File: src/rtl/mlp_regs.vh
// Constants for the memory low-power clock, reset and abort control.
// Assumes inclusion by bare name from the design files only.
`ifndef MLP_REGS_VH
`define MLP_REGS_VH

// Least reset hold, in cycles of the reset domain's clock
`define MLP_RST_MIN_CYC   16
// DFI frequency ratio: 1 means clk doubles as the DFI clock
`define MLP_FREQ_RATIO    1
// Default chip-select count and counter widths
`define MLP_NCS           4
`define MLP_IDLE_W        16
`define MLP_SRD_W         8
`define MLP_WAKE_W        4
// Chip-select clock mapping modes
`define MLP_MAP_SINGLE    2'h0
`define MLP_MAP_PAIR      2'h1
`define MLP_MAP_ALL       2'h2
// Per-chip power state bit positions (one-hot)
`define MLP_PS_READY      0
`define MLP_PS_CKSTOP     1
`define MLP_PS_PD         2
`define MLP_PS_SR         3
// Reset values of handshake outputs
`define MLP_QACCEPTN_RST  1'b1
`define MLP_QDENY_RST     1'b0
`define MLP_ABORT_ACK_RST 1'b0

`endif

File: src/rtl/mlp_sync.v
// Two-stage level synchroniser for inputs from the programming clock domain.
// Assumes the input may change at any time relative to clk.
`timescale 1ns/100ps
module mlp_sync #(
    parameter       RST_VAL = 1'b0
) (
    input  wire     clk,
    input  wire     rst_n,
    input  wire     d,
    output wire     q
);
    reg             meta_q;
    reg             sync_q;

    // First stage feeds only the second stage
    always @(posedge clk) begin
        if (!rst_n) begin
            meta_q <= RST_VAL;
            sync_q <= RST_VAL;
        end else begin
            meta_q <= d;
            sync_q <= meta_q;
        end
    end

    assign q = sync_q;
endmodule

File: src/rtl/mlp_cs_power.v
// Power state machine of one SDRAM chip select: idle timer, clock stop,
// power-down and self-refresh. Assumes refresh_tick pulses once a refresh period.
`timescale 1ns/100ps
`include "mlp_regs.vh"
module mlp_cs_power #(
    parameter       IW = `MLP_IDLE_W,
    parameter       SW = `MLP_SRD_W
) (
    input  wire          clk,
    input  wire          rst_n,
    input  wire          pd_en,
    input  wire          clk_stop_en,
    input  wire [IW-1:0] idle_limit,
    input  wire          sr_en,
    input  wire [SW-1:0] sr_delay,
    input  wire          refresh_tick,
    input  wire          cmd_pending,
    input  wire          force_sr,
    output reg  [3:0]    state_q,
    output reg           cke_q,
    output reg           ck_en_q
);
    localparam [3:0] S_READY  = 4'h1;
    localparam [3:0] S_CKSTOP = 4'h2;
    localparam [3:0] S_PD     = 4'h4;
    localparam [3:0] S_SR     = 4'h8;

    reg  [3:0]    state_d;
    reg  [IW-1:0] idle_q;
    reg  [SW-1:0] ref_q;
    wire          wake;
    wire          lp;

    assign wake = cmd_pending & ~force_sr;
    assign lp   = state_q[`MLP_PS_CKSTOP] | state_q[`MLP_PS_PD];

    // Next state
    always @* begin
        state_d = state_q;
        case (state_q)
            S_READY: begin
                if (force_sr)
                    state_d = S_SR;
                else if (pd_en && !cmd_pending && idle_q >= idle_limit)
                    state_d = clk_stop_en ? S_CKSTOP : S_PD;
            end
            S_CKSTOP, S_PD: begin
                if (force_sr || (sr_en && ref_q >= sr_delay))
                    state_d = S_SR;
                else if (wake)
                    state_d = S_READY;
            end
            S_SR: begin
                if (wake)
                    state_d = S_READY;
            end
            default: state_d = S_READY;
        endcase
    end

    // State, idle timer and refresh-period counter
    always @(posedge clk) begin
        if (!rst_n) begin
            state_q <= S_READY;
            idle_q  <= {IW{1'b0}};
            ref_q   <= {SW{1'b0}};
            cke_q   <= 1'b1;
            ck_en_q <= 1'b1;
        end else begin
            state_q <= state_d;
            if (cmd_pending || !state_q[`MLP_PS_READY])
                idle_q <= {IW{1'b0}};
            else if (idle_q != {IW{1'b1}})
                idle_q <= idle_q + 1'b1;
            if (!lp)
                ref_q <= {SW{1'b0}};
            else if (refresh_tick && ref_q != {SW{1'b1}})
                ref_q <= ref_q + 1'b1;
            cke_q   <= ~(state_d[`MLP_PS_PD] | state_d[`MLP_PS_SR]);
            ck_en_q <= ~(state_d[`MLP_PS_CKSTOP] | state_d[`MLP_PS_SR]);
        end
    end
endmodule

File: src/rtl/mlp_ctrl.v
// Clock, reset, low-power and abort control of a DDR3/DDR4 memory controller.
// Assumes one clock clk; programming-domain qreqn_apb, prog_busy and sw_lp_req arrive
// asynchronously and are synchronised here. Control bits are plain ports, no register bus.
`timescale 1ns/100ps
`include "mlp_regs.vh"
// Operation
// - Core reset clears main/DFI logic; programming reset clears programming logic.
// - In 1:1 mode clk also serves as the DFI clock.
// - Q-channel request, busy and software low-power crossings from the programming domain are synchronised.
// - Main quiesce puts SDRAM into self-refresh before accepting.
// - Gear-down mode denies main quiesce; software entry still works.
// - Programming-clock channel never denies, may delay on activity.
// - Only idle-ready allows SDRAM commands.
// - Separate clock and CKE per chip select with selectable mappings.
// - Automatic power-down uses an enable, idle timer and clock-stop select.
// - Self-refresh entry after programmed refresh periods; exit only on commands.
// - Low-power SDRAM requests PHY power-down with programmed wake-up value.
// - PHY power-down also on software command or Q-channel, own wake-up values.
// - Software may enter and leave low-power state through programming port.
// - Abort by four-phase handshake at any time enters abort state.
// - After abort, hold transactions until software orders a retry.
module mlp_ctrl #(
    parameter       NCS  = `MLP_NCS,
    parameter       IW   = `MLP_IDLE_W,
    parameter       SW   = `MLP_SRD_W,
    parameter       WW   = `MLP_WAKE_W
) (
    input  wire           clk,
    input  wire           core_domain_reset_low,
    input  wire           prog_reset_low,
    // Main clock Q-channel
    input  wire           qreqn,
    output reg            qacceptn,
    output reg            qdeny,
    output reg            qactive,
    // Programming clock Q-channel
    input  wire           qreqn_apb,
    output reg            qacceptn_apb,
    output reg            qdeny_apb,
    output reg            qactive_apb,
    input  wire           prog_busy,
    // Configuration from the programming port
    input  wire           geardown_en,
    input  wire           pd_en,
    input  wire           clk_stop_en,
    input  wire [IW-1:0]  idle_limit,
    input  wire           sr_en,
    input  wire [SW-1:0]  sr_delay,
    input  wire [1:0]     cs_map_mode,
    input  wire           maximum_power_saving_state_en,
    input  wire [WW-1:0]  wake_pd,
    input  wire [WW-1:0]  wake_sr,
    input  wire [WW-1:0]  wake_maximum_power_saving_state,
    input  wire [WW-1:0]  wake_qch_tie,
    input  wire           sw_lp_req,
    input  wire           sw_phy_pd_req,
    input  wire [WW-1:0]  sw_phy_wake,
    input  wire           sw_retry,
    // Scheduler side
    input  wire           refresh_tick,
    input  wire [NCS-1:0] cs_cmd_pending,
    output reg  [NCS-1:0] cs_cmd_allow,
    output reg  [NCS-1:0] sdram_cke,
    output reg  [NCS-1:0] sdram_ck_en,
    output reg            sw_lp_ack,
    output reg            phy_pd_req,
    output reg  [WW-1:0]  phy_pd_wake,
    // Abort
    input  wire           abort_req,
    output reg            abort_ack,
    output reg            abort_state,
    output reg            txn_hold,
    output reg            retry_go
);
    // Main Q-channel states
    localparam [4:0] Q_RUN   = 5'h01;
    localparam [4:0] Q_ENTER = 5'h02;
    localparam [4:0] Q_STOP  = 5'h04;
    localparam [4:0] Q_DENY  = 5'h08;
    localparam [4:0] Q_EXIT  = 5'h10;
    // Programming Q-channel states
    localparam [1:0] P_RUN   = 2'h1;
    localparam [1:0] P_STOP  = 2'h2;

    reg  [4:0]     q_state_q;
    reg  [4:0]     q_state_d;
    reg  [1:0]     p_state_q;
    reg  [1:0]     p_state_d;
    reg            abort_req_q;
    reg  [NCS-1:0] ck_map;
    wire [4*NCS-1:0] cs_state;
    wire [NCS-1:0] cs_cke;
    wire [NCS-1:0] cs_ck;
    wire [NCS-1:0] cs_in_sr;
    wire [NCS-1:0] cs_ready;
    wire           force_sr;
    wire           all_sr;
    wire           all_lp;
    wire           qreqn_apb_s;
    wire           prog_busy_s;
    wire           sw_lp_s;
    integer        i;

    // Programming-domain levels cross through two-flop synchronisers
    mlp_sync #(.RST_VAL(1'b1)) u_sync_qreqn_apb (
        .clk   (clk),
        .rst_n (prog_reset_low),
        .d     (qreqn_apb),
        .q     (qreqn_apb_s)
    );
    mlp_sync #(.RST_VAL(1'b0)) u_sync_busy (
        .clk   (clk),
        .rst_n (prog_reset_low),
        .d     (prog_busy),
        .q     (prog_busy_s)
    );
    mlp_sync #(.RST_VAL(1'b0)) u_sync_swlp (
        .clk   (clk),
        .rst_n (core_domain_reset_low),
        .d     (sw_lp_req),
        .q     (sw_lp_s)
    );

    // Self-refresh is forced by a quiesce or by software entry
    assign force_sr = (q_state_q == Q_ENTER) | (q_state_q == Q_STOP) | sw_lp_s;

    // One power state machine per chip select
    genvar g;
    generate
        for (g = 0; g < NCS; g = g + 1) begin : g_cs
            mlp_cs_power #(.IW(IW), .SW(SW)) u_cs (
                .clk          (clk),
                .rst_n        (core_domain_reset_low),
                .pd_en        (pd_en),
                .clk_stop_en  (clk_stop_en),
                .idle_limit   (idle_limit),
                .sr_en        (sr_en),
                .sr_delay     (sr_delay),
                .refresh_tick (refresh_tick),
                .cmd_pending  (cs_cmd_pending[g]),
                .force_sr     (force_sr),
                .state_q      (cs_state[4*g+3:4*g]),
                .cke_q        (cs_cke[g]),
                .ck_en_q      (cs_ck[g])
            );
            assign cs_in_sr[g] = cs_state[4*g+`MLP_PS_SR];
            assign cs_ready[g] = cs_state[4*g+`MLP_PS_READY];
        end
    endgenerate

    assign all_sr = &cs_in_sr;
    assign all_lp = ~|cs_ready;

    // Clock mapping: a shared clock runs while any chip sharing it needs it
    always @* begin
        ck_map = cs_ck;
        for (i = 0; i < NCS; i = i + 1) begin
            case (cs_map_mode)
                `MLP_MAP_PAIR: ck_map[i] = cs_ck[i] | cs_ck[i ^ 1];
                `MLP_MAP_ALL:  ck_map[i] = |cs_ck;
                default:       ck_map[i] = cs_ck[i];
            endcase
        end
    end

    // Main Q-channel next state
    always @* begin
        q_state_d = q_state_q;
        case (q_state_q)
            Q_RUN: begin
                if (!qreqn)
                    q_state_d = geardown_en ? Q_DENY : Q_ENTER;
            end
            Q_ENTER: begin
                if (all_sr)
                    q_state_d = Q_STOP;
            end
            Q_STOP: begin
                if (qreqn)
                    q_state_d = Q_EXIT;
            end
            Q_DENY: begin
                if (qreqn)
                    q_state_d = Q_RUN;
            end
            // A new request may follow as soon as acceptance is withdrawn
            Q_EXIT: begin
                if (!qreqn)
                    q_state_d = geardown_en ? Q_DENY : Q_ENTER;
                else
                    q_state_d = Q_RUN;
            end
            default: q_state_d = Q_RUN;
        endcase
    end

    // Main Q-channel outputs; accept and deny are never both shown
    always @(posedge clk) begin
        if (!core_domain_reset_low) begin
            q_state_q <= Q_RUN;
            qacceptn  <= `MLP_QACCEPTN_RST;
            qdeny     <= `MLP_QDENY_RST;
            qactive   <= 1'b0;
        end else begin
            q_state_q <= q_state_d;
            qacceptn  <= ~(q_state_d == Q_STOP);
            qdeny     <= (q_state_d == Q_DENY);
            qactive   <= (|cs_cmd_pending) | abort_req | prog_busy_s;
        end
    end

    // Programming Q-channel next state, acceptance waits for idle port
    always @* begin
        p_state_d = p_state_q;
        case (p_state_q)
            P_RUN: begin
                if (!qreqn_apb_s && !prog_busy_s)
                    p_state_d = P_STOP;
            end
            P_STOP: begin
                if (qreqn_apb_s)
                    p_state_d = P_RUN;
            end
            default: p_state_d = P_RUN;
        endcase
    end

    // Programming-domain state is cleared by its own reset
    always @(posedge clk) begin
        if (!prog_reset_low) begin
            p_state_q    <= P_RUN;
            qacceptn_apb <= `MLP_QACCEPTN_RST;
            qdeny_apb    <= `MLP_QDENY_RST;
            qactive_apb  <= 1'b0;
        end else begin
            p_state_q    <= p_state_d;
            qacceptn_apb <= ~(p_state_d == P_STOP);
            qdeny_apb    <= 1'b0;
            qactive_apb  <= prog_busy_s | ~qreqn | (|cs_cmd_pending);
        end
    end

    // SDRAM pins, command permission, software entry and PHY power-down
    always @(posedge clk) begin
        if (!core_domain_reset_low) begin
            cs_cmd_allow <= {NCS{1'b0}};
            sdram_cke    <= {NCS{1'b1}};
            sdram_ck_en  <= {NCS{1'b1}};
            sw_lp_ack    <= 1'b0;
            phy_pd_req   <= 1'b0;
            phy_pd_wake  <= {WW{1'b0}};
        end else begin
            cs_cmd_allow <= cs_ready;
            sdram_cke    <= cs_cke;
            sdram_ck_en  <= ck_map;
            sw_lp_ack    <= sw_lp_s & all_sr;
            if (q_state_q == Q_ENTER || q_state_q == Q_STOP) begin
                phy_pd_req  <= all_sr;
                phy_pd_wake <= wake_qch_tie;
            end else if (sw_phy_pd_req) begin
                phy_pd_req  <= 1'b1;
                phy_pd_wake <= sw_phy_wake;
            end else if (all_lp) begin
                phy_pd_req  <= 1'b1;
                if (!all_sr)
                    phy_pd_wake <= wake_pd;
                else if (maximum_power_saving_state_en)
                    phy_pd_wake <= wake_maximum_power_saving_state;
                else
                    phy_pd_wake <= wake_sr;
            end else begin
                phy_pd_req  <= 1'b0;
                phy_pd_wake <= {WW{1'b0}};
            end
        end
    end

    // Abort four-phase handshake and transaction hold
    always @(posedge clk) begin
        if (!core_domain_reset_low) begin
            abort_req_q <= 1'b0;
            abort_ack   <= `MLP_ABORT_ACK_RST;
            abort_state <= 1'b0;
            txn_hold    <= 1'b0;
            retry_go    <= 1'b0;
        end else begin
            abort_req_q <= abort_req;
            abort_ack   <= abort_req;
            retry_go    <= 1'b0;
            if (abort_req && !abort_req_q) begin
                abort_state <= 1'b1;
                txn_hold    <= 1'b1;
            end else if (abort_state && sw_retry && !abort_req) begin
                abort_state <= 1'b0;
                txn_hold    <= 1'b0;
                retry_go    <= 1'b1;
            end
        end
    end
endmodule

File: config.mk
export PLATFORM = sky130hd
export DESIGN_NAME = mlp_ctrl
export DESIGN_NICKNAME = d
export VERILOG_FILES = /design/src/rtl/mlp_sync.v /design/src/rtl/mlp_cs_power.v /design/src/rtl/mlp_ctrl.v
export VERILOG_INCLUDE_DIRS = /design/src /design/src/rtl
export SDC_FILE = /design/constraint.sdc
export NUM_CORES = 1
export LEC_CHECK = 0
export BUFFER_PORTS_ARGS = -buffer_cell sky130_fd_sc_hd__buf_2
export CORE_MARGIN = 2
export CORE_UTILIZATION = 46
export DETAILED_ROUTE_END_ITERATION = 10
export PLACE_DENSITY = 0.67
export SLEW_MARGIN = 20
export SYNTH_ARGS = -nofsm -noshare
export SYNTH_HDL_FRONTEND = slang
export SYNTH_HIERARCHICAL = 1
export SYNTH_SLANG_ARGS = --single-unit
File: constraint.sdc
create_clock -name clk -period 2.1 [get_ports clk]
set_input_delay 0.42 -clock clk [delete_from_list [all_inputs] [get_ports clk]]
set_output_delay 0.42 -clock clk [all_outputs]
set_load 0.01 [all_outputs]
Yosys cells after proc, flatten, opt, wreduce, memory -nomap -nowiden
Index checks and enable logic that the tools add are counted.
{"block": "op_classes", "n_addsub": 8, "n_lt_le_gt_ge": 8, "eq_ne": 40, "mux": 46, "bitwise": 38, "reduce_logical": 59}
{"op": "4-bit 2-to-1 mux", "n": 23}
{"op": "16-bit by 1-bit adder with 16-bit output (second input constant)", "n": 4}
{"op": "16-bit >= comparator", "n": 4}
{"op": "16-bit inequality test (second input constant)", "n": 4}
{"op": "4-bit one-hot mux with 3 select lines", "n": 4}
{"op": "8-bit by 1-bit adder with 8-bit output (second input constant)", "n": 4}
{"op": "8-bit >= comparator", "n": 4}
{"op": "8-bit inequality test (second input constant)", "n": 4}
{"op": "5-bit one-hot mux with 5 select lines", "n": 1}
{"op": "1-bit logical AND", "n": 20}
{"op": "5-bit 2-to-1 mux", "n": 4}
{"op": "1-bit OR", "n": 20}
{"op": "2-bit OR reduction", "n": 9}
{"op": "4-bit by 1-bit == test with 1-bit output (second input constant)", "n": 4}
{"op": "4-bit by 2-bit == test with 1-bit output (second input constant)", "n": 4}
{"op": "4-bit by 3-bit == test with 1-bit output (second input constant)", "n": 4}
{"op": "4-bit == test (second input constant)", "n": 4}
{"op": "1-bit inverter", "n": 13}
{"op": "1-bit logical NOT", "n": 12}
{"op": "4-bit OR reduction", "n": 3}
{"op": "5-bit by 3-bit == test with 1-bit output (second input constant)", "n": 2}
{"op": "5-bit by 4-bit == test with 1-bit output (second input constant)", "n": 2}
{"op": "1-bit logical OR", "n": 9}
{"op": "3-bit by 2-bit inequality test with 1-bit output (second input constant)", "n": 3}
{"op": "15 further kinds", "n": 34}
{"block": "word_totals", "register_bits": 159, "out_inout_bits": 28, "word_cells": 245}

Logic depth before layout (Yosys ltp)
Gate-level depths: netlist of the first run.
{"block": "depth", "depth_word": 10, "mapped_depth": 10, "mapped_depth_nobuf": 8}

Cells and area by module
Netlist of the first run, hierarchy kept.
{"module": "mlp_cs_power", "n_inst": 4, "cells_per_inst": 235, "area_each_um2": 2054.5, "seq_area_each_um2": 600.6}
{"module": "mlp_ctrl", "n_inst": 1, "cells_per_inst": 162, "area_each_um2": 1503.9, "seq_area_each_um2": 660.6}
{"module": "mlp_sync", "n_inst": 3, "cells_per_inst": 4, "area_each_um2": 52.6, "seq_area_each_um2": 40.0}

Worst setup path before layout of the first run
No wires, ideal clock.
{"block": "synth_timing", "path_type": "flip-flop to flip-flop", "startpoint": "register q_state_q[2]", "endpoint": "register g_cs[0].u_cs.ck_en_q", "setup_ns": 0.114, "arrival_ns": 1.950, "setup_slack_ns": 0.036, "path_stages_with_launch": 10, "n_path_buf": 1, "period_less_slack_ns": 2.064, "path_cell_list": "dfxtp_1 -> and2b_1 -> o21ai_1 -> buf_2 -> nand2b_1 -> a31oi_1 -> o211ai_2 -> and4bb_1 -> a21oi_1 -> a21o_1"}
{"block": "synth_via", "elab_chain_cells": 10}
{"element": "from (decl)", "line": "mlp_ctrl.v:85", "text": "reg [4:0] q_state_q;"}
{"element": "from (signal assigned)", "line": "mlp_ctrl.v:205", "text": "q_state_q <= q_state_d;"}
{"element": "5-bit by 2-bit == test with 1-bit output or 5-bit by 3-bit == test with 1-bit output (tied branches)", "line": "mlp_ctrl.v:125", "text": "assign force_sr = (q_state_q == Q_ENTER) | (q_state_q == Q_STOP) | sw_lp_s;"}
{"element": "1-bit OR * (2 in series)", "line": "mlp_ctrl.v:125"}
{"element": "net force_sr", "line": "mlp_ctrl.v:96", "text": "wire force_sr;"}
{"element": "1-bit inverter", "line": "mlp_cs_power.v:34", "text": "assign wake = cmd_pending & ~force_sr;"}
{"element": "1-bit bitwise AND", "line": "mlp_cs_power.v:34"}
{"element": "4-bit 2-to-1 mux", "line": "mlp_cs_power.v:50, mlp_cs_power.v:54"}
{"element": "4-bit 2-to-1 mux", "line": "mlp_cs_power.v:48", "text": "if (force_sr || (sr_en && ref_q >= sr_delay))"}
{"element": "4-bit one-hot mux with 3 select lines *", "line": "mlp_cs_power.v:40", "text": "case (state_q)"}
{"element": "1-bit OR *", "line": "mlp_cs_power.v:80", "text": "ck_en_q <= ~(state_d[`MLP_PS_CKSTOP] | state_d[`MLP_PS_SR]);"}
{"element": "1-bit inverter *", "line": "mlp_cs_power.v:80"}
{"element": "to (signal assigned)", "line": "mlp_cs_power.v:80"}
{"element": "to (decl)", "line": "mlp_cs_power.v:21", "text": "output reg ck_en_q"}
The timed path passes the listed nets; every way through them passes the cells marked *.
A chain may end at the register's enable or synchronous reset.

Worst setup path in the final report of the first run
{"block": "layout_timing", "startpoint": "register g_cs[0].u_cs.ref_q[0]", "endpoint": "register g_cs[0].u_cs.ck_en_q"}
{"block": "layout_via", "elab_chain_cells": 7}
{"element": "from (decl)", "line": "mlp_cs_power.v:30", "text": "reg [SW-1:0] ref_q;"}
{"element": "from (signal assigned)", "line": "mlp_cs_power.v:66", "text": "ref_q <= {SW{1'b0}};"}
{"element": "from (signal assigned)", "line": "mlp_cs_power.v:76", "text": "ref_q <= {SW{1'b0}};"}
{"element": "from (signal assigned)", "line": "mlp_cs_power.v:78", "text": "ref_q <= ref_q + 1'b1;"}
{"element": "8-bit >= comparator", "line": "mlp_cs_power.v:48"}
{"element": "1-bit logical AND", "line": "mlp_cs_power.v:48"}
{"element": "1-bit logical OR", "line": "mlp_cs_power.v:48"}
{"element": "4-bit 2-to-1 mux", "line": "mlp_cs_power.v:48"}
{"element": "4-bit one-hot mux with 3 select lines", "line": "mlp_cs_power.v:40"}
{"element": "1-bit OR", "line": "mlp_cs_power.v:80"}
{"element": "1-bit inverter", "line": "mlp_cs_power.v:80"}
Every way passes these cells.

==> impl_metrics.tcl, run 1 <==
set metrics [dict create \
    outcome "finished clean" \
    power.total_mw 7.098 \
    grtUsageTotal_pct 19.96 \
    ant_nets 0 \
    port_buffers 92 \
    io-pin-count 94 \
    critPathLaunch "g_cs[0].u_cs/ref_q[0]" \
    hp-start "qreqn_apb" \
    grt_max_degree 24 \
    netlist_instances 1114 \
    htreeDepth 4 \
    min_path_type "primary input to register" \
    wl_per_cell_um 14.43 \
    grt_pass1_wl_um 36350 \
    ys.flop_type "dfxtp_1" \
    worst_setup_path_end_kind "register" \
    reg2reg_slack_ps 100 \
    p_per_area_nw_per_um2 615.4 \
    clk_latency_ps 440 \
    clock-root-buffer "clkbuf_16" \
    dpl.cell_count 1496 \
    worstPathRequired_ps 2420 \
    rsz0062_at_grt "yes" \
    cts_sinks 159 \
    synth-edff-count 0 \
    synthArstFlopShare_pct 0 \
    yosys.area.top_type "dfxtp_1" \
    crit_type "register to register" \
    rows 53 \
    slew_headroom_pct 52.63 \
    finalCriticalPeriod_ps 2004 \
    synth_warnings 6 \
    synth.avg_cell_area_um2 8.868 \
    synth_top_area_share_pct 32.22 \
    routed_via_density 5.293 \
    post-route-period-util_pct 95.43 \
    worstPathMaxFanout 4 \
    vdd_drop_max_v 0.0005291 \
    leakage_nw 5.276 \
    vias 8098 \
    overflow 0 \
    diodes 0 \
    synth_nets 1288 \
    fmax_mhz 499.0 \
    slew_viol_final 0 \
    worst_setup_path_start_kind "register" \
    synth.distinct_cells 71 \
    fin_ws_ps 96.00 \
    drc_errors 0 \
    clk_path_buf_depth 2 \
    syn-cell-area_um2 9879 \
    numCtsBuffers 17 \
    pre_cts_ws_ps -119.5 \
    routed_wl_um 22070 \
    final_common_cell "dfxtp_1" \
    hold_violations 0 \
    crit_arrival_ps 2330 \
    dieHeight_um 150.6 \
    post-dp-hpwl_um 16670 \
    fillers 1928 \
    layout.nets 1416 \
    routabilityCongestion 0.8724 \
    ys_seq_area_share_pct 32.22 \
    drv_cap 0 \
    synthTopCellsByArea "dfxtp_1 (32%), ha_1 (14%), nor2_1 (4.8%), xor2_1 (4.5%), inv_1 (4.3%)" \
    regToRegStartpoint "g_cs[0].u_cs/ref_q[0]" \
    synth_seq_cells 159 \
    layout_common_cells "dfxtp_1 (156), nor2_1 (127), inv_1 (112), ha_1 (108), buf_2 (92)" \
    path_clk_slew_ps 70 \
    antenna_found_initial 0 \
    fp.dieW_um 150.6 \
    syn_to_final_growth_pct 16.74 \
    worstMarginPinSlew_ps 705.8 \
    start_util_pct 47.00 \
    setup_viol 0 \
    die-area_um2 22670 \
    grt_pass1_vias 7506 \
    drive_above_1_share_pct 18.25 \
    finalNonFillerCells 1530 \
    skew_ps 11.70 \
    core_um2 21020 \
    cts_tree "built" \
    drtIter0Drc 391 \
    dr.pass1.iters 4 \
]
## worst max-delay path: stages, from the launching register on
cell and delay, ps:
dfxtp_2 370, inv_1 60, ha_1 260, nand2b_4 150
a2111oi_4 340, o211ai_2 180, and4bb_1 300, a21oi_1 60
a21o_1 170
## through the flow
stage	TNS [ps]	util, %	hold WS, ps	instance area, um2
after floorplan	0	-	386.3	9879
after global placement	-775.9	51.57	395.0	10840
after detailed placement	-939.0	51.57	396.4	10840
after CTS	0	54.53	167.6	11460
after global routing	-4.416	54.87	173.6	11530
final	0	54.87	184.3	11530
## final timing paths
kind                            cells after the start                      end
worst max-delay path                                8     g_cs[0].u_cs/ck_en_q
worst min-delay path                                2  u_sync_qreqn_apb/meta_q
worst max register to register                      8     g_cs[0].u_cs/ck_en_q
worst min register to register                      1             sdram_cke[1]
## synth_stat cells (5+ instances only)
cell type,instances
dfxtp_1,159
nor2_1,127
inv_1,112
ha_1,108
nand2_1,72
xor2_1,51
a21oi_1,35
xnor2_1,32
nand4_1,28
nor2b_1,28
nand3_1,26
o21ai_0,23
nor3_1,21
nand2b_1,18
mux2i_1,17
a21o_1,16
and4_1,14
o21ai_1,13
a211oi_1,12
and2_1,12
and3_1,12
buf_2,9
a31oi_1,8
and4_4,8
and4bb_1,8
o211a_1,8
clkbuf_1,7
and2b_1,6
a22oi_1,5
buf_4,5
nand3b_1,5
nor2_4,5
o211ai_1,5
o21a_1,5
## what timing repair did
| item | 4_1_cts | 5_1_grt |
|---|---|---|
| setup buffers | 0 | 2 |
| hold buffers | 0 | 0 |
| endpoints found under the setup margin | 0 | 22 |
| resized for setup | 0 | 13 |
## flip-flops by register name (all words and copies together), names as in the netlist, 2 cells and up
signal             flops
q_state_q              5
g_cs.u_cs/ck_en_q      4
g_cs.u_cs/state_q     16
g_cs.u_cs/cke_q        4
sdram_ck_en            4
cs_cmd_allow           4
phy_pd_wake            4
p_state_q              2
sdram_cke              4
g_cs.u_cs/idle_q      64
g_cs.u_cs/ref_q       32
## cell families (layout without fill, tap and decap cells)
| logic type | after synthesis | count (layout) | share of synthesized area [%] |
|---|---|---|---|
| multiplexers | 17 | 17 | 1.722 |
| XOR/XNOR | 83 | 83 | 7.358 |
| other | 1 | 1 | 0.03796 |
| adder cells (fa/ha/maj) | 108 | 108 | 13.68 |
| flip-flops | 159 | 159 | 32.22 |
| AND/OR/NAND/NOR | 421 | 421 | 24.30 |
| AO/OA/AOI/OAI | 191 | 191 | 15.21 |
| buffers and inverters | 134 | 275 | 5.471 |
## layout make-up
class,instances,area (um2),share of cell area (%)
clock inverters,15,196.4,1.703
well taps,275,344.1,2.983
multi-input cells,821,6207,53.82
repair buffers,131,753.2,6.531
flip-flops and latches,159,3187,27.63
clock buffers,17,425.4,3.688
inverters,112,420.4,3.645
## where the power goes
part           switching [mW]  total [mW]  internal, mW
sequential             0.0643        3.15          3.09
clock                    1.47        3.19          1.72
combinational           0.414       0.751         0.338
## per-layer routing
layer | part of all wire [%] | global-route usage (%) | routed length, um
met1 | 48 | 26.67 | 10590
met2 | 46 | 32.75 | 10240
met3 | 3.7 | 3.424 | 809
met4 | 1.9 | 6.368 | 426
met5 | 0 | 0 | 0
Note: power is estimated with default switching activity, not from simulation.
==> run 2, diff against run 1 <==
- CTS_CLUSTER_DIAMETER: unset -> 200
- MAX_ROUTING_LAYER: unset -> met4
- REMOVE_ABC_BUFFERS: unset -> 1
==> run 2 against run 1 <==
Effect of this change:
- via count down 1.6%
- cell area down 0.28%
- die area unchanged
- first-iteration DRC count up 19%
- hold slack worse by 7.3 ps
- critical endpoint is now g_cs[0].u_cs/state_q[0]
- largest cell class unchanged
- largest power group unchanged
- highest routed layer unchanged
==> impl_metrics.tcl, run 2 (synthesized netlist as in run 1, its figures left out) <==
set metrics [dict create \
    outcome "finished clean" \
    pre_cts_ws_ps -111.1 \
    finalCriticalPeriod_ps 1997 \
    worstPathRequired_ps 2420 \
    clk_path_buf_depth 2 \
    diodes 0 \
    wl_met1_um 10680 \
    drc_errors 0 \
    vias 7965 \
    leakage_nw 5.284 \
    p_per_area_nw_per_um2 622.7 \
    routed_via_density 5.209 \
    fin_ws_ps 103.1 \
    path_clk_slew_ps 70 \
    drive_above_1_share_pct 17.78 \
    holdBufCountCts 0 \
    crit_type "register to register" \
    cts_sinks 159 \
    wl_met3_um 664 \
    hold_violations 0 \
    wl_per_cell_um 14.10 \
    fp.dieW_um 150.6 \
    slew_viol_final 0 \
    routabilityCongestion 0.8663 \
    fmax_mhz 500.8 \
    rsz0062_at_grt "yes" \
    setup_viol 0 \
    skew_ps 10.07 \
    die-area_um2 22670 \
    ant_nets 0 \
    grtUsageTotal_pct 20.19 \
    drtIter0Drc 464 \
    grt_pass1_wl_um 35840 \
    cts_tree "built" \
    largest_reg_flops 64 \
    min_path_type "primary input to register" \
    numCtsBuffers 17 \
    top_layer "met4" \
    final_util_pct 54.71 \
    antenna_found_initial 0 \
    layout.nets 1415 \
    layout_common_cells "dfxtp_1 (156), nor2_1 (127), inv_1 (112), ha_1 (108), buf_2 (92)" \
    worstMarginPinSlew_ps 666.5 \
    worst_setup_path_start_kind "register" \
    rows 53 \
    port_buffers 92 \
    final_common_cell "dfxtp_1" \
    top_register "g_cs.u_cs/idle_q" \
    worstPathMaxFanout 5 \
    dieHeight_um 150.6 \
    post-dp-hpwl_um 16320 \
    grt_pass1_vias 7397 \
    worst_setup_path_end_kind "register" \
    htreeDepth 4 \
    syn_to_final_growth_pct 16.41 \
    overflow 0 \
    wl_met2_um 9967 \
    start_util_pct 47.00 \
    fin_tns_setup_ps 0 \
    reg.largest.list "g_cs.u_cs/idle_q (64), g_cs.u_cs/ref_q (32), g_cs.u_cs/state_q (16)" \
    grt_max_degree 26 \
    dr.pass1.iters 6 \
    core_um2 21020 \
    slew_headroom_pct 55.27 \
    routed_wl_um 21560 \
    crit_arrival_ps 2320 \
    vdd_drop_max_v 0.0005345 \
    clk_latency_ps 430 \
    post-route-period-util_pct 95.09 \
    drv_cap 0 \
    clock-root-buffer "clkbuf_16" \
    io-pin-count 94 \
]
-- run 2: routing by layer --
layer,vias to the layer above,GRT usage [%]
met5,-,-
met2,119,31.77
met1,3655,27.01
li1,4171,-
met4,0,5.094
met3,20,3.394
-- run 2: path summary, 6_finish.rpt --
path | slack (ps) | from | depth (start not counted) | end
hold / removal | 180 | qreqn_apb | 2 | u_sync_qreqn_apb/meta_q
hold reg to reg | 400 | g_cs[3].u_cs/cke_q | 1 | sdram_cke[3]
setup reg to reg | 100 | g_cs[0].u_cs/idle_q[14] | 8 | g_cs[0].u_cs/state_q[0]
setup / recovery | 100 | g_cs[0].u_cs/idle_q[14] | 8 | g_cs[0].u_cs/state_q[0]
-- run 2: timing repair --
item / 4_1_cts / 5_1_grt
endpoints found under the setup margin: 0 / 19
resized for setup: 0 / 8
buffers inserted: 0 / 0
-- run 2: where the power goes --
group	internal, mW	total (mW)	switching (mW)
sequential	3.09	3.15	0.0639
clock	1.97	3.27	1.30
combinational	0.334	0.739	0.406
total	5.39	7.16	1.77
-- run 2: stage by stage --
| stage | cell area [um2] | hold WS, ps | total power, mW | cells |
|---|---|---|---|---|
| finish | 11500 | 177.0 | 7.162 | 1529 |
| global placement | 10850 | 395.3 | 3.941 | 1497 |
| floorplan | 9759 | 386.3 | 3.662 | 1092 |
| global route | 11500 | 183.0 | 7.475 | 1529 |
| CTS | 11470 | 162.7 | 7.237 | 1529 |
| detailed placement | 10850 | 394.9 | 3.953 | 1497 |
-- run 2: final cells by class --
class,instances,area (um2)
sequential,159,3187
clock inverter,12,168.9
multi-input combinational,821,6178
tap,275,344.1
inverter,112,420.4
fill,1918,9520
timing repair buffer,130,745.7
clock buffer,20,456.7
-- run 2: worst max-delay path, stage by stage, from the launching register on --
cell,delay [ps]
dfxtp_1,350
ha_1,320
and4_1,250
nand2_1,90
a31o_2,210
o21ai_1,160
buf_4,160
nand2_1,60
a211o_1,290
==> run 3, diff against run 2 <==
- SETUP_SLACK_MARGIN: unset -> 0.2
==> run 3 against run 2 <==
Effect of this change:
- combinational power is 13% higher
- die area is the same
- critical endpoint is now g_cs[0].u_cs/ck_en_q
- count of clock-buffer cells in the layout did not move
- register-to-register slack better by 70 ps
- flip-flop and latch count unchanged
- clock power is essentially flat
- worst setup slack improved by 69 ps
- maximum frequency is 3.6% higher
==> impl_metrics.tcl, run 3 (synthesized netlist as in run 1, its figures left out) <==
set metrics [dict create \
    outcome "finished clean" \
    finalCriticalPeriod_ps 1928 \
    worstPathRequired_ps 2430 \
    grt_pass1_vias 7530 \
    rsz0062_at_grt "yes" \
    dpl.cell_count 1497 \
    crit_type "register to register" \
    critPathLaunch "q_state_q[1]" \
    clk_latency_ps 430 \
    diodes 0 \
    crit_arrival_ps 2260 \
    layout_common_cells "nor2_1 (127), dfxtp_1 (112), inv_1 (111), buf_2 (92), ha_1 (83)" \
    cts_sinks 159 \
    fp.dieW_um 150.6 \
    start_util_pct 47.00 \
    numCtsBuffers 17 \
    skew_ps 9.478 \
    wl_per_cell_um 14.87 \
    vdd_drop_max_v 0.0005362 \
    setup_viol 0 \
    vias 8189 \
    hold_violations 0 \
    largest_reg_flops 64 \
    min_path_type "primary input to register" \
    final_common_cell "nor2_1" \
    finalInstanceArea_um2 12280 \
    overflow 0 \
    grtUsageTotal_pct 20.71 \
    grt_max_degree 26 \
    routed_wl_um 23050 \
    htreeDepth 4 \
    worstMarginPinSlew_ps 667.5 \
    core_um2 21020 \
    worstPathMaxFanout 5 \
    reg.largest.list "g_cs.u_cs/idle_q (64), g_cs.u_cs/ref_q (32), g_cs.u_cs/state_q (16)" \
    finalNonFillerCells 1550 \
    post-dp-hpwl_um 16320 \
    cts_tree "built" \
    place_area_um2 10850 \
    layout.nets 1436 \
    fin_tns_setup_ps 0 \
    slew_headroom_pct 55.20 \
    p_per_area_nw_per_um2 591.2 \
    drv_cap 0 \
    leakage_nw 5.433 \
    post-route-period-util_pct 91.80 \
    clock-root-buffer "clkbuf_16" \
    routed_via_density 5.283 \
    clk_path_buf_depth 2 \
    grt_pass1_wl_um 36700 \
    dr.pass1.iters 5 \
    dieHeight_um 150.6 \
    worst_setup_path_start_kind "register" \
    drive_above_1_share_pct 27.29 \
    fmax_mhz 518.7 \
    io-pin-count 94 \
    slew_viol_final 0 \
    worst_setup_path_end_kind "register" \
    top_register "g_cs.u_cs/idle_q" \
    die-area_um2 22670 \
    ant_nets 0 \
    drc_errors 0 \
    port_buffers 92 \
    routabilityCongestion 0.8663 \
    rows 53 \
    hp-start "qreqn_apb" \
    regToRegStartpoint "q_state_q[1]" \
    reg2reg_slack_ps 170 \
    syn_to_final_growth_pct 24.29 \
    drtIter0Drc 498 \
    path_clk_slew_ps 70 \
    fillers 1776 \
    antenna_found_initial 0 \
    power.total_mw 7.260 \
]
## run 3: cell count changes in the layout (fill, tap and decap cells not counted), sizes merged
cell,previous run,this run
buf,130,151
## run 3: worst paths after layout
| kind | endpoint | cells past startpoint |
|---|---|---|
| max | g_cs[0].u_cs/ck_en_q | 8 |
| min | u_sync_qreqn_apb/meta_q | 2 |
| max reg2reg | g_cs[0].u_cs/ck_en_q | 8 |
| min reg2reg | sdram_cke[3] | 1 |
## run 3: what timing repair did
item,CTS,global route
resized for setup,39,94
buffers inserted,7,14
pin swaps,12,38
endpoints found under the setup margin,23,34
hold buffers,0,0
## run 3: cell type report
type | instances | area (um2) | share of cell area [%]
timing repair buffer | 151 | 918.4 | 7.479
sequential | 159 | 3267 | 26.60
multi-input combinational | 821 | 6704 | 54.60
inverter | 112 | 420.4 | 3.424
clock buffer | 20 | 456.7 | 3.719
tap | 275 | 344.1 | 2.802
clock inverter | 12 | 168.9 | 1.376
## run 3: power by group
group | leakage, nW | internal (mW) | total, mW | switching (mW)
clock network | 0.306 | 1.97 | 3.28 | 1.31
registers | 1.32 | 3.08 | 3.14 | 0.0630
logic | 3.81 | 0.382 | 0.838 | 0.456
total | 5.43 | 5.43 | 7.26 | 1.83
## run 3: critical path, stage by stage, from the launching register on
cell	delay, ps
dfxtp_2	330
and2b_2	240
o21ai_4	190
nand2b_4	120
a31oi_1	260
o211ai_4	150
and4bb_1	330
a21oi_2	50
a21o_1	150
## run 3: layer usage
layer / track usage (%) / share of wire [%]
met2: 33.05 / 48
met4: 5.094 / 1.1
met5: - / 0
met1: 27.44 / 47
met3: 3.394 / 3.8
## run 3: through the flow
stage	utilization [%]	hold WS [ps]	worst slack, ps
2_1_floorplan	-	386.3	-146.4
3_3_place_gp	51.61	395.3	-45.87
6_report	58.41	178.4	172.1
3_5_place_dp	51.61	394.9	-111.1
4_1_cts	55.75	162.7	176.6
5_1_grt	58.41	183.0	117.8
